File: config.mk
export PLATFORM = sky130hd
export DESIGN_NAME = meter_modbus_register_map
export DESIGN_NICKNAME = d
export VERILOG_FILES = /design/src/design/meter_map_pkg.sv /design/src/design/meter_modbus_register_map.sv
export VERILOG_INCLUDE_DIRS = /design/src /design/src/design
export SDC_FILE = /design/constraint.sdc
export NUM_CORES = 1
export LEC_CHECK = 0
export ABC_CLOCK_PERIOD_IN_PS = 2300
export BUFFER_PORTS_ARGS = -buffer_cell sky130_fd_sc_hd__buf_2
export CORE_UTILIZATION = 35
export CTS_CLUSTER_DIAMETER = 40
export CTS_CLUSTER_SIZE = 24
export DETAILED_ROUTE_END_ITERATION = 7
export PLACE_DENSITY = 0.65
export REMOVE_ABC_BUFFERS = 1
export SETUP_SLACK_MARGIN = 0.05
export SKIP_CTS_REPAIR_TIMING = 1
export SLEW_MARGIN = 10
export SYNTH_ARGS = -nofsm -noshare
export SYNTH_HDL_FRONTEND = slang
export SYNTH_SLANG_ARGS = --single-unit
File: constraint.sdc
create_clock -name i_clk_sys -period 2.3 [get_ports i_clk_sys]
set_input_delay 0.69 -clock i_clk_sys [delete_from_list [all_inputs] [get_ports i_clk_sys]]
set_output_delay 0.69 -clock i_clk_sys [all_outputs]
set_load 0.03 [all_outputs]
File: src/design/meter_map_cfg.svh
`ifndef METER_MAP_CFG_SVH
`define METER_MAP_CFG_SVH

// ==========================================================================
// register offsets
`define OFS_MEASURED_VALUE      8'h01
`define OFS_MEASURE_STATUS      8'h02
`define OFS_DECIMAL_POSITION    8'h03
`define OFS_OUTPUT_STATE        8'h04
`define OFS_CAPTURED_EXTREME    8'h06
`define OFS_SENSOR_SELECT       8'h10
`define OFS_FILTER_STRENGTH     8'h12
`define OFS_SCALE_OFFSET        8'h18
`define OFS_BUS_NODE_ADDRESS    8'h20
`define OFS_IDENTITY_WORD       8'h21
`define OFS_LINE_RATE_SELECT    8'h22
`define OFS_BUS_WRITE_PERMIT    8'h23
`define OFS_EDIT_PERMITS        8'h24
`define OFS_REPLY_DELAY_SELECT  8'h25
`define OFS_FRAME_GAP_TIMEOUT   8'h27
`define OFS_DISPLAY_BRIGHTNESS  8'h2D
`define OFS_EDIT_STYLE          8'h2F
`define OFS_R1_SETPOINT         8'h30
`define OFS_R1_HYSTERESIS       8'h31
`define OFS_R1_MODE             8'h32
`define OFS_R1_ON_DELAY         8'h33
`define OFS_R1_OFF_DELAY        8'h34
`define OFS_R1_TIME_BASE        8'h35
`define OFS_R1_FAULT_ACTION     8'h36
`define OFS_R1_SECOND_SETPOINT  8'h37
`define OFS_R2_SETPOINT         8'h38
`define OFS_R2_HYSTERESIS       8'h39
`define OFS_R2_MODE             8'h3A
`define OFS_R2_ON_DELAY         8'h3B

// ==========================================================================
// field positions and fixed values
`define POS_ALARM_LED           4
`define VAL_STATUS_VALID        16'h0000
`define VAL_STATUS_OVER         16'h00A0
`define VAL_STATUS_UNDER        16'h0060
`define VAL_DECIMAL_POSITION    16'h0001
// arbitrary value
`define VAL_IDENTITY_WORD       16'h5A5A

// ==========================================================================
// exception codes
`define EXC_NONE                8'h00
`define EXC_BAD_ADDRESS         8'h02
`define EXC_BAD_VALUE           8'h03
`define EXC_NO_PERMIT           8'h08

// ==========================================================================
// reset values
`define RST_NODE_ADDRESS        8'h01
`define RST_LINE_RATE           3'h3
`define RST_BRIGHTNESS          4'h8

`endif

File: src/design/meter_map_pkg.sv
`default_nettype none
package meter_map_pkg;

  // ========================================================================
  // complete state of the register bank
  typedef struct packed {
    logic [1:0]  sensor;
    logic [2:0]  smoothing_level;
    logic [15:0] scale_shift;
    logic [7:0]  node_addr;
    logic [2:0]  line_rate;
    logic        bus_write_gate;
    logic [2:0]  edit_permit;
    logic [2:0]  reply_delay;
    logic [6:0]  frame_gap_limit;
    logic [3:0]  brightness;
    logic        edit_style;
    logic [15:0] r1_first_threshold;
    logic [15:0] r1_threshold_hysteresis;
    logic [2:0]  r1_mode;
    logic [9:0]  r1_on_delay;
    logic [9:0]  r1_switch_off_delay;
    logic        r1_time_base;
    logic [1:0]  r1_fault_reaction;
    logic [15:0] r1_second_threshold;
    logic [15:0] r2_first_threshold;
    logic [15:0] r2_threshold_hysteresis;
    logic [2:0]  r2_mode;
    logic [9:0]  r2_on_delay;
    logic [2:0]  bus_relay;
    logic        rsp_valid;
    logic [15:0] rsp_data;
    logic [7:0]  rsp_exc;
    logic [7:0]  rsp_node_addr;
    logic [2:0]  rsp_line_rate;
  } bank_s;

endpackage
`default_nettype wire

File: src/design/meter_modbus_register_map.sv
`timescale 1ns/1ps
`default_nettype none
`include "meter_map_cfg.svh"

// Function
// RULE1 - measurement readable at 01h, read-only
// RULE2 - 02h reports valid, over or under
// RULE3 - 03h always reads one
// RULE4 - 04h reads relays bits 0-2, LED bit 4
// RULE5 - 04h write drives only relay bits
// RULE6 - peak value readable at 06h, read-only
// RULE7 - 10h sensor type, 0 to 2
// RULE8 - 12h filtering strength, 0 to 5
// RULE9 - 18h signed offset, -99 to 99
// RULE10 - address change replied with old address
// RULE11 - fixed identification word at 21h
// RULE12 - 22h baud code, 0 to 7
// RULE13 - baud change replied at new rate
// RULE14 - 23h gates configuration writes
// RULE15 - bus may clear, never set, permit
// RULE16 - refused write answers exception 08h
// RULE17 - 24h three relay edit permit bits
// RULE18 - 25h reply delay code, 0 to 5
// RULE19 - 27h frame gap limit, 0 to 99
// RULE20 - 2Dh brightness, 1 to 8
// RULE21 - 2Fh edit style, 0 or 1
// RULE22 - relay one setpoints and hysteresis words
// RULE23 - relay mode codes 0 to 5
// RULE24 - relay one delays and time base
// RULE25 - relay one fault reaction 0 to 2
// RULE26 - relay two words at 38h upward
// RULE27 - read-only unchanged, out-of-range not stored
module meter_modbus_register_map
  import meter_map_pkg::*;
(
  input  wire logic        i_clk_sys,
  input  wire logic        i_rst_n,
  input  wire logic        i_req,
  input  wire logic        i_req_write,
  input  wire logic [7:0]  i_req_addr,
  input  wire logic [15:0] i_req_wdata,
  input  wire logic [15:0] i_measured_value,
  input  wire logic        i_over_range,
  input  wire logic        i_under_range,
  input  wire logic [15:0] i_captured_extreme,
  input  wire logic [2:0]  i_relay_state,
  input  wire logic        i_alarm_led,
  input  wire logic        i_menu_write_enable,
  output var  logic        o_rsp_valid,
  output var  logic [15:0] o_rsp_data,
  output var  logic [7:0]  o_rsp_exc,
  output var  logic [7:0]  o_rsp_node_addr,
  output var  logic [2:0]  o_rsp_line_rate,
  output var  logic [1:0]  o_sensor_select,
  output var  logic [2:0]  o_smoothing_level,
  output var  logic [15:0] o_scale_shift,
  output var  logic [7:0]  o_node_addr,
  output var  logic [2:0]  o_line_rate,
  output var  logic        o_bus_write_gate,
  output var  logic [2:0]  o_edit_permit,
  output var  logic [2:0]  o_reply_delay,
  output var  logic [6:0]  o_frame_gap_limit,
  output var  logic [3:0]  o_brightness,
  output var  logic        o_edit_style,
  output var  logic [15:0] o_r1_first_threshold,
  output var  logic [15:0] o_r1_threshold_hysteresis,
  output var  logic [2:0]  o_r1_mode,
  output var  logic [9:0]  o_r1_on_delay,
  output var  logic [9:0]  o_r1_switch_off_delay,
  output var  logic        o_r1_time_base,
  output var  logic [1:0]  o_r1_fault_reaction,
  output var  logic [15:0] o_r1_second_threshold,
  output var  logic [15:0] o_r2_first_threshold,
  output var  logic [15:0] o_r2_threshold_hysteresis,
  output var  logic [2:0]  o_r2_mode,
  output var  logic [9:0]  o_r2_on_delay,
  output var  logic [2:0]  o_bus_relay
);

  // ========================================================================
  // helpers
  function automatic logic in_rng(input logic [15:0] v, input int lo, input int hi);
    return (int'($signed(v)) >= lo) && (int'($signed(v)) <= hi);
  endfunction

  bank_s st;
  bank_s next_st;

  // reset picture of the whole bank
  localparam bank_s reset_state = '{
    node_addr:      `RST_NODE_ADDRESS,
    line_rate:      `RST_LINE_RATE,
    bus_write_gate: 1'b1,
    brightness:     `RST_BRIGHTNESS,
    rsp_node_addr:  `RST_NODE_ADDRESS,
    rsp_line_rate:  `RST_LINE_RATE,
    default:        '0
  };

  // ========================================================================
  // read decode
  logic [15:0] rd_word;
  logic        rd_hit;
  logic        ro_hit;

  always_comb begin
    rd_word = 16'h0000;
    rd_hit  = 1'b1;
    ro_hit  = 1'b0;
    unique case (i_req_addr)
      // RULE1 measurement word
      `OFS_MEASURED_VALUE: begin
        rd_word = i_measured_value;
        ro_hit  = 1'b1;
      end
      // RULE2 range status
      `OFS_MEASURE_STATUS: begin
        rd_word = i_over_range ? `VAL_STATUS_OVER :
                  (i_under_range ? `VAL_STATUS_UNDER : `VAL_STATUS_VALID);
        ro_hit  = 1'b1;
      end
      // RULE3 fixed decimal point
      `OFS_DECIMAL_POSITION: begin
        rd_word = `VAL_DECIMAL_POSITION;
        ro_hit  = 1'b1;
      end
      // RULE4 relay and LED picture
      `OFS_OUTPUT_STATE: begin
        rd_word                 = {13'h0000, i_relay_state};
        rd_word[`POS_ALARM_LED] = i_alarm_led;
      end
      // RULE6 peak word
      `OFS_CAPTURED_EXTREME: begin
        rd_word = i_captured_extreme;
        ro_hit  = 1'b1;
      end
      `OFS_SENSOR_SELECT:      rd_word = {14'h0000, st.sensor};
      `OFS_FILTER_STRENGTH:    rd_word = {13'h0000, st.smoothing_level};
      `OFS_SCALE_OFFSET:       rd_word = st.scale_shift;
      `OFS_BUS_NODE_ADDRESS:   rd_word = {8'h00, st.node_addr};
      // RULE11 identity word, value arbitrary
      `OFS_IDENTITY_WORD: begin
        rd_word = `VAL_IDENTITY_WORD;
        ro_hit  = 1'b1;
      end
      `OFS_LINE_RATE_SELECT:   rd_word = {13'h0000, st.line_rate};
      `OFS_BUS_WRITE_PERMIT:   rd_word = {15'h0000, st.bus_write_gate};
      `OFS_EDIT_PERMITS:       rd_word = {13'h0000, st.edit_permit};
      `OFS_REPLY_DELAY_SELECT: rd_word = {13'h0000, st.reply_delay};
      `OFS_FRAME_GAP_TIMEOUT:  rd_word = {9'h000, st.frame_gap_limit};
      `OFS_DISPLAY_BRIGHTNESS: rd_word = {12'h000, st.brightness};
      `OFS_EDIT_STYLE:         rd_word = {15'h0000, st.edit_style};
      `OFS_R1_SETPOINT:        rd_word = st.r1_first_threshold;
      `OFS_R1_HYSTERESIS:      rd_word = st.r1_threshold_hysteresis;
      `OFS_R1_MODE:            rd_word = {13'h0000, st.r1_mode};
      `OFS_R1_ON_DELAY:        rd_word = {6'h00, st.r1_on_delay};
      `OFS_R1_OFF_DELAY:       rd_word = {6'h00, st.r1_switch_off_delay};
      `OFS_R1_TIME_BASE:       rd_word = {15'h0000, st.r1_time_base};
      `OFS_R1_FAULT_ACTION:    rd_word = {14'h0000, st.r1_fault_reaction};
      `OFS_R1_SECOND_SETPOINT: rd_word = st.r1_second_threshold;
      `OFS_R2_SETPOINT:        rd_word = st.r2_first_threshold;
      `OFS_R2_HYSTERESIS:      rd_word = st.r2_threshold_hysteresis;
      `OFS_R2_MODE:            rd_word = {13'h0000, st.r2_mode};
      `OFS_R2_ON_DELAY:        rd_word = {6'h00, st.r2_on_delay};
      default:                 rd_hit  = 1'b0;
    endcase
  end

  // ========================================================================
  // write range check
  logic wr_legal;

  always_comb begin
    wr_legal = 1'b0;
    unique case (i_req_addr)
      `OFS_OUTPUT_STATE:       wr_legal = 1'b1;
      // RULE7 sensor range
      `OFS_SENSOR_SELECT:      wr_legal = in_rng(i_req_wdata, 0, 2);
      // RULE8 filter range
      `OFS_FILTER_STRENGTH:    wr_legal = in_rng(i_req_wdata, 0, 5);
      // RULE9 offset range
      `OFS_SCALE_OFFSET:       wr_legal = in_rng(i_req_wdata, -99, 99);
      `OFS_BUS_NODE_ADDRESS:   wr_legal = in_rng(i_req_wdata, 0, 199);
      // RULE12 baud code range
      `OFS_LINE_RATE_SELECT:   wr_legal = in_rng(i_req_wdata, 0, 7);
      // RULE15 only clearing allowed
      `OFS_BUS_WRITE_PERMIT:   wr_legal = (i_req_wdata == 16'h0000);
      // RULE17 three permit bits
      `OFS_EDIT_PERMITS:       wr_legal = in_rng(i_req_wdata, 0, 7);
      // RULE18 delay code range
      `OFS_REPLY_DELAY_SELECT: wr_legal = in_rng(i_req_wdata, 0, 5);
      // RULE19 gap limit range
      `OFS_FRAME_GAP_TIMEOUT:  wr_legal = in_rng(i_req_wdata, 0, 99);
      // RULE20 brightness range
      `OFS_DISPLAY_BRIGHTNESS: wr_legal = in_rng(i_req_wdata, 1, 8);
      // RULE21 edit style range
      `OFS_EDIT_STYLE:         wr_legal = in_rng(i_req_wdata, 0, 1);
      // RULE22 threshold ranges
      `OFS_R1_SETPOINT,
      `OFS_R1_SECOND_SETPOINT,
      `OFS_R2_SETPOINT:        wr_legal = in_rng(i_req_wdata, -999, 9999);
      `OFS_R1_HYSTERESIS,
      `OFS_R2_HYSTERESIS:      wr_legal = in_rng(i_req_wdata, -999, 999);
      // RULE23 mode range
      `OFS_R1_MODE,
      `OFS_R2_MODE:            wr_legal = in_rng(i_req_wdata, 0, 5);
      // RULE24 delay and time base ranges
      `OFS_R1_ON_DELAY,
      `OFS_R1_OFF_DELAY,
      `OFS_R2_ON_DELAY:        wr_legal = in_rng(i_req_wdata, 0, 999);
      `OFS_R1_TIME_BASE:       wr_legal = in_rng(i_req_wdata, 0, 1);
      // RULE25 fault reaction range
      `OFS_R1_FAULT_ACTION:    wr_legal = in_rng(i_req_wdata, 0, 2);
      default:                 wr_legal = 1'b0;
    endcase
  end

  // ========================================================================
  // next state
  logic wr_req;
  logic wr_do;
  logic [7:0] wr_exc;

  always_comb begin
    next_st           = st;
    next_st.rsp_valid = 1'b0;
    wr_req            = i_req && i_req_write;
    wr_exc            = `EXC_NONE;
    if (!rd_hit || (wr_req && ro_hit)) begin
      // RULE27 read-only and unmapped refused
      wr_exc = `EXC_BAD_ADDRESS;
    end else if (wr_req && !st.bus_write_gate && i_req_addr != `OFS_OUTPUT_STATE) begin
      // RULE16 no permission answer
      wr_exc = `EXC_NO_PERMIT;
    end else if (wr_req && !wr_legal) begin
      // RULE27 out-of-range not stored
      wr_exc = `EXC_BAD_VALUE;
    end
    wr_do = wr_req && (wr_exc == `EXC_NONE);
    if (wr_do) begin
      unique case (i_req_addr)
        // RULE5 relay bits only
        `OFS_OUTPUT_STATE:       next_st.bus_relay = i_req_wdata[2:0];
        `OFS_SENSOR_SELECT:      next_st.sensor = i_req_wdata[1:0];
        `OFS_FILTER_STRENGTH:    next_st.smoothing_level = i_req_wdata[2:0];
        `OFS_SCALE_OFFSET:       next_st.scale_shift = i_req_wdata;
        `OFS_BUS_NODE_ADDRESS:   next_st.node_addr = i_req_wdata[7:0];
        `OFS_LINE_RATE_SELECT:   next_st.line_rate = i_req_wdata[2:0];
        // RULE14 bus clears the gate
        `OFS_BUS_WRITE_PERMIT:   next_st.bus_write_gate = 1'b0;
        `OFS_EDIT_PERMITS:       next_st.edit_permit = i_req_wdata[2:0];
        `OFS_REPLY_DELAY_SELECT: next_st.reply_delay = i_req_wdata[2:0];
        `OFS_FRAME_GAP_TIMEOUT:  next_st.frame_gap_limit = i_req_wdata[6:0];
        `OFS_DISPLAY_BRIGHTNESS: next_st.brightness = i_req_wdata[3:0];
        `OFS_EDIT_STYLE:         next_st.edit_style = i_req_wdata[0];
        `OFS_R1_SETPOINT:        next_st.r1_first_threshold = i_req_wdata;
        `OFS_R1_HYSTERESIS:      next_st.r1_threshold_hysteresis = i_req_wdata;
        `OFS_R1_MODE:            next_st.r1_mode = i_req_wdata[2:0];
        `OFS_R1_ON_DELAY:        next_st.r1_on_delay = i_req_wdata[9:0];
        `OFS_R1_OFF_DELAY:       next_st.r1_switch_off_delay = i_req_wdata[9:0];
        `OFS_R1_TIME_BASE:       next_st.r1_time_base = i_req_wdata[0];
        `OFS_R1_FAULT_ACTION:    next_st.r1_fault_reaction = i_req_wdata[1:0];
        `OFS_R1_SECOND_SETPOINT: next_st.r1_second_threshold = i_req_wdata;
        // RULE26 relay two words
        `OFS_R2_SETPOINT:        next_st.r2_first_threshold = i_req_wdata;
        `OFS_R2_HYSTERESIS:      next_st.r2_threshold_hysteresis = i_req_wdata;
        `OFS_R2_MODE:            next_st.r2_mode = i_req_wdata[2:0];
        `OFS_R2_ON_DELAY:        next_st.r2_on_delay = i_req_wdata[9:0];
        default:                 next_st.bus_relay = st.bus_relay;
      endcase
    end
    // RULE15 only the menu sets the gate
    if (i_menu_write_enable) begin
      next_st.bus_write_gate = 1'b1;
    end
    if (i_req) begin
      next_st.rsp_valid     = 1'b1;
      next_st.rsp_exc       = wr_exc;
      next_st.rsp_data      = i_req_write ? i_req_wdata : rd_word;
      // RULE10 reply with old address
      next_st.rsp_node_addr = st.node_addr;
      // RULE13 reply at new rate
      next_st.rsp_line_rate = next_st.line_rate;
    end
  end

  // ========================================================================
  // state register
  always_ff @(posedge i_clk_sys or negedge i_rst_n) begin
    if (!i_rst_n) begin
      st <= reset_state;
    end else begin
      st <= next_st;
    end
  end

  // ========================================================================
  // outputs
  assign o_rsp_valid               = st.rsp_valid;
  assign o_rsp_data                = st.rsp_data;
  assign o_rsp_exc                 = st.rsp_exc;
  assign o_rsp_node_addr           = st.rsp_node_addr;
  assign o_rsp_line_rate           = st.rsp_line_rate;
  assign o_sensor_select           = st.sensor;
  assign o_smoothing_level         = st.smoothing_level;
  assign o_scale_shift             = st.scale_shift;
  assign o_node_addr               = st.node_addr;
  assign o_line_rate               = st.line_rate;
  assign o_bus_write_gate          = st.bus_write_gate;
  assign o_edit_permit             = st.edit_permit;
  assign o_reply_delay             = st.reply_delay;
  assign o_frame_gap_limit         = st.frame_gap_limit;
  assign o_brightness              = st.brightness;
  assign o_edit_style              = st.edit_style;
  assign o_r1_first_threshold      = st.r1_first_threshold;
  assign o_r1_threshold_hysteresis = st.r1_threshold_hysteresis;
  assign o_r1_mode                 = st.r1_mode;
  assign o_r1_on_delay             = st.r1_on_delay;
  assign o_r1_switch_off_delay     = st.r1_switch_off_delay;
  assign o_r1_time_base            = st.r1_time_base;
  assign o_r1_fault_reaction       = st.r1_fault_reaction;
  assign o_r1_second_threshold     = st.r1_second_threshold;
  assign o_r2_first_threshold      = st.r2_first_threshold;
  assign o_r2_threshold_hysteresis = st.r2_threshold_hysteresis;
  assign o_r2_mode                 = st.r2_mode;
  assign o_r2_on_delay             = st.r2_on_delay;
  assign o_bus_relay               = st.bus_relay;
endmodule // meter_modbus_register_map

`default_nettype wire

==> impl_metrics.toml <==
[status]
status = "complete, but fails checks"
violations = "setup timing"

[yosys]
yosys.area.top_type = "dfrtp_1"
synth_edf_count = 0
synthCells = 857
syn_area_per_cell_um2 = 11.8
yosysTopAreaCellShare = 0.487
synthArstFlopShare = 1.00
synthFlopType = "dfrtp_1"
yosysSeqAreaShare = 0.508
syn_area_mm2 = 0.0101
yosys_warnings = 0
synthTopCellsByArea = "dfrtp_1 49%, mux2_2 18%, clkbuf_1 2.2%, a22oi_1 2.1%, dfstp_2 2.1%"
ys_seq_elements = 204
yosys.cell_types.count = 75

[setup_path]
end_kind = "register"
worstSetupStartpoint = "i_req_addr[7]"
crit_path_start_kind = "input pin"
path_max_fanout = 7
crit_arrival_ns = 3.35
crit_required_ns = 2.73
worst-setup-path-type = "input pin to register"
regToRegStartpoint = "o_bus_write_gate"

[place]
gp_congestion = 1.01
hpwl_um = 31500
port_buffers = 270

[clock_tree]
clk_latency_ns = 0.57
numCtsBuffers = 30
htreeDepth = 1
cts_max_path_buffers = 3
cts.sinks = 204
path_clk_slew_ns = 0.06
cts_root_buf = "clkbuf_16"
cts_tree = "done"

[job]
maxCapViolCount = 0

[worst_hold_path]
hold_path.class = "input pin to async pin"

[floorplanning]
die_h_um = 172
core_mm2 = 0.0281
die_w_um = 172
pin_count = 276
die_area_mm2 = 0.0295
rows = 61
initial_utilization = 0.359

[power_and_ir_drop]
p_leak_nw = 7.84
ir_drop_mv = 0.430
p_total_w = 0.00940
power.density_mw_per_mm2 = 631

[route]
drcViolationCount = 0
via_per_inst = 5.66
num_vias = 9640
firstDrtPassIters = 5
wl_um = 42400
drtAntennaViolNets = 0
wl_per_cell_um = 24.9
drt-initial-drc-count = 939

[final_layout]
final_util = 0.531
fill_cells = 2565
syn_to_final_growth_pct = 47.9
final_cell_mix = "265 x buf_2, 196 x dfrtp_1, 179 x buf_4"
final_common_cell = "buf_2"
drive_above_1_share = 0.583
layout.nets = 1365

[grt]
grtUsageTotal = 0.284
grt_pass1_vias = 9674
grt_pass1_wl_um = 61400
antenna_found_initial = 3
gr-total-overflow = 0
grt_max_degree = 55

[timing]
finClkSkew_ns = 0.0217
finalHoldViolCount = 0
period_needed_ns = 2.92
maxSlewViolCount = 0
fin_crit_sh = 1.27
finalSetupTns_ns = -98.51
slew_headroom = 0.639
rsz0062_at_grt = "true"
setup_viol_count_final = 195
worst_pin_slew_ns = 0.538
worst_slack_ns = -0.621
fmax_mhz = 342
power by group:
group,total (W),switching (W),leakage (nW),internal (W)
Combinational,0.000790,0.000514,4.51,0.000276
Sequential,0.00365,0.0000219,2.79,0.00363
Clock,0.00495,0.00191,0.532,0.00304
state kept, by name, indices dropped and copies added, names as in the netlist, 4 cells and up:
signal and cells:
o_r2_first_threshold 16, o_r1_first_threshold 16, o_frame_gap_limit 7, o_scale_shift 16
o_rsp_node_addr 8, o_node_addr 8, o_r2_on_delay 10, o_r1_on_delay 10
o_r2_threshold_hysteresis 16, o_r1_second_threshold 16, o_r1_threshold_hysteresis 16, o_brightness 4
o_rsp_data 16, o_r1_switch_off_delay 10
area by class of cell:
class	instances	area [µm²]	area share
Timing Repair Buffer	481	3220	0.216
Sequential cell	204	5110	0.343
Clock inverter	24	332	0.0223
Inverter	11	41.3	0.00277
Clock buffer	32	758	0.0509
Antenna cell	2	5.00	0.000336
Multi-Input combinational cell	570	4960	0.333
Tap cell	378	473	0.0317
cells in the mapped netlist (6+ instances only):
cell / number
a21oi_1: 20
a221o_1: 7
a221oi_1: 21
a222oi_1: 15
a22o_1: 13
a22oi_1: 28
buf_2: 9
clkbuf_1: 58
dfrtp_1: 196
dfstp_2: 8
inv_1: 11
mux2_1: 17
mux2_2: 159
mux2i_1: 7
nand2_1: 50
nand2_2: 8
nand3_1: 18
nand4_1: 8
nor2_1: 31
nor3_1: 18
nor4_1: 7
o21ai_0: 30
o221ai_1: 6
o31ai_1: 6
or3_1: 7
worst max-delay path: stages:
cell and delay [ns]:
buf_8 0.10, buf_6 0.12, or4_4 0.52, nor4_4 0.18, nor2_1 0.09, or3_4 0.35, or3_4 0.36, o22ai_4 0.18
buf_4 0.17, buf_2 0.16, nand2_1 0.10, mux2_1 0.31
worst paths after layout:
check,end,slack (ns),cells past startpoint
worst min register to register,o_rsp_data[15],0.48,2
worst min-delay path,o_r2_first_threshold[2],0.12,1
max in group asynchronous,o_r2_on_delay[8],1.51,2
worst max register to register,o_sensor_select[1],-0.05,8
min in group i_clk_sys,o_bus_write_gate,0.34,2
worst max-delay path,o_sensor_select[1],-0.62,12
per-stage QoR:
stage	cell area (µm²)	instances	worst slack (ns)	hold slack, ns
after floorplan	9750	785	-1.39	0.394
after global placement	13200	1630	-1.33	0.464
after detailed placement	13200	1630	-1.38	0.472
after CTS	14300	1686	-0.815	0.123
after global routing	14900	1701	-0.686	0.148
final	14900	1702	-0.621	0.122
per-layer routing:
metal	GRT usage	vias to the layer above	wire length [µm]	share of wire
met1	0.391	4943	18000	0.42
met2	0.446	459	19800	0.47
met4	0.105	2	1480	0.035
li1	-	4151	-	-
met3	0.0488	85	3150	0.074
met5	0	-	13	0.00031
logic make-up (layout without fill, tap and decap cells):
| group | after synthesis | in the layout | share of synthesized area |
|---|---|---|---|
| AND/OR/NAND/NOR | 197 | 197 | 0.110 |
| XOR/XNOR | 1 | 1 | 0.000869 |
| other | 1 | 7 | 0.000372 |
| multiplexers | 183 | 183 | 0.204 |
| buffers and inverters | 87 | 548 | 0.0376 |
| AO/OA/AOI/OAI | 184 | 184 | 0.140 |
| flip-flops | 204 | 204 | 0.508 |
No activity file was read; power rests on OpenSTA's default activity.
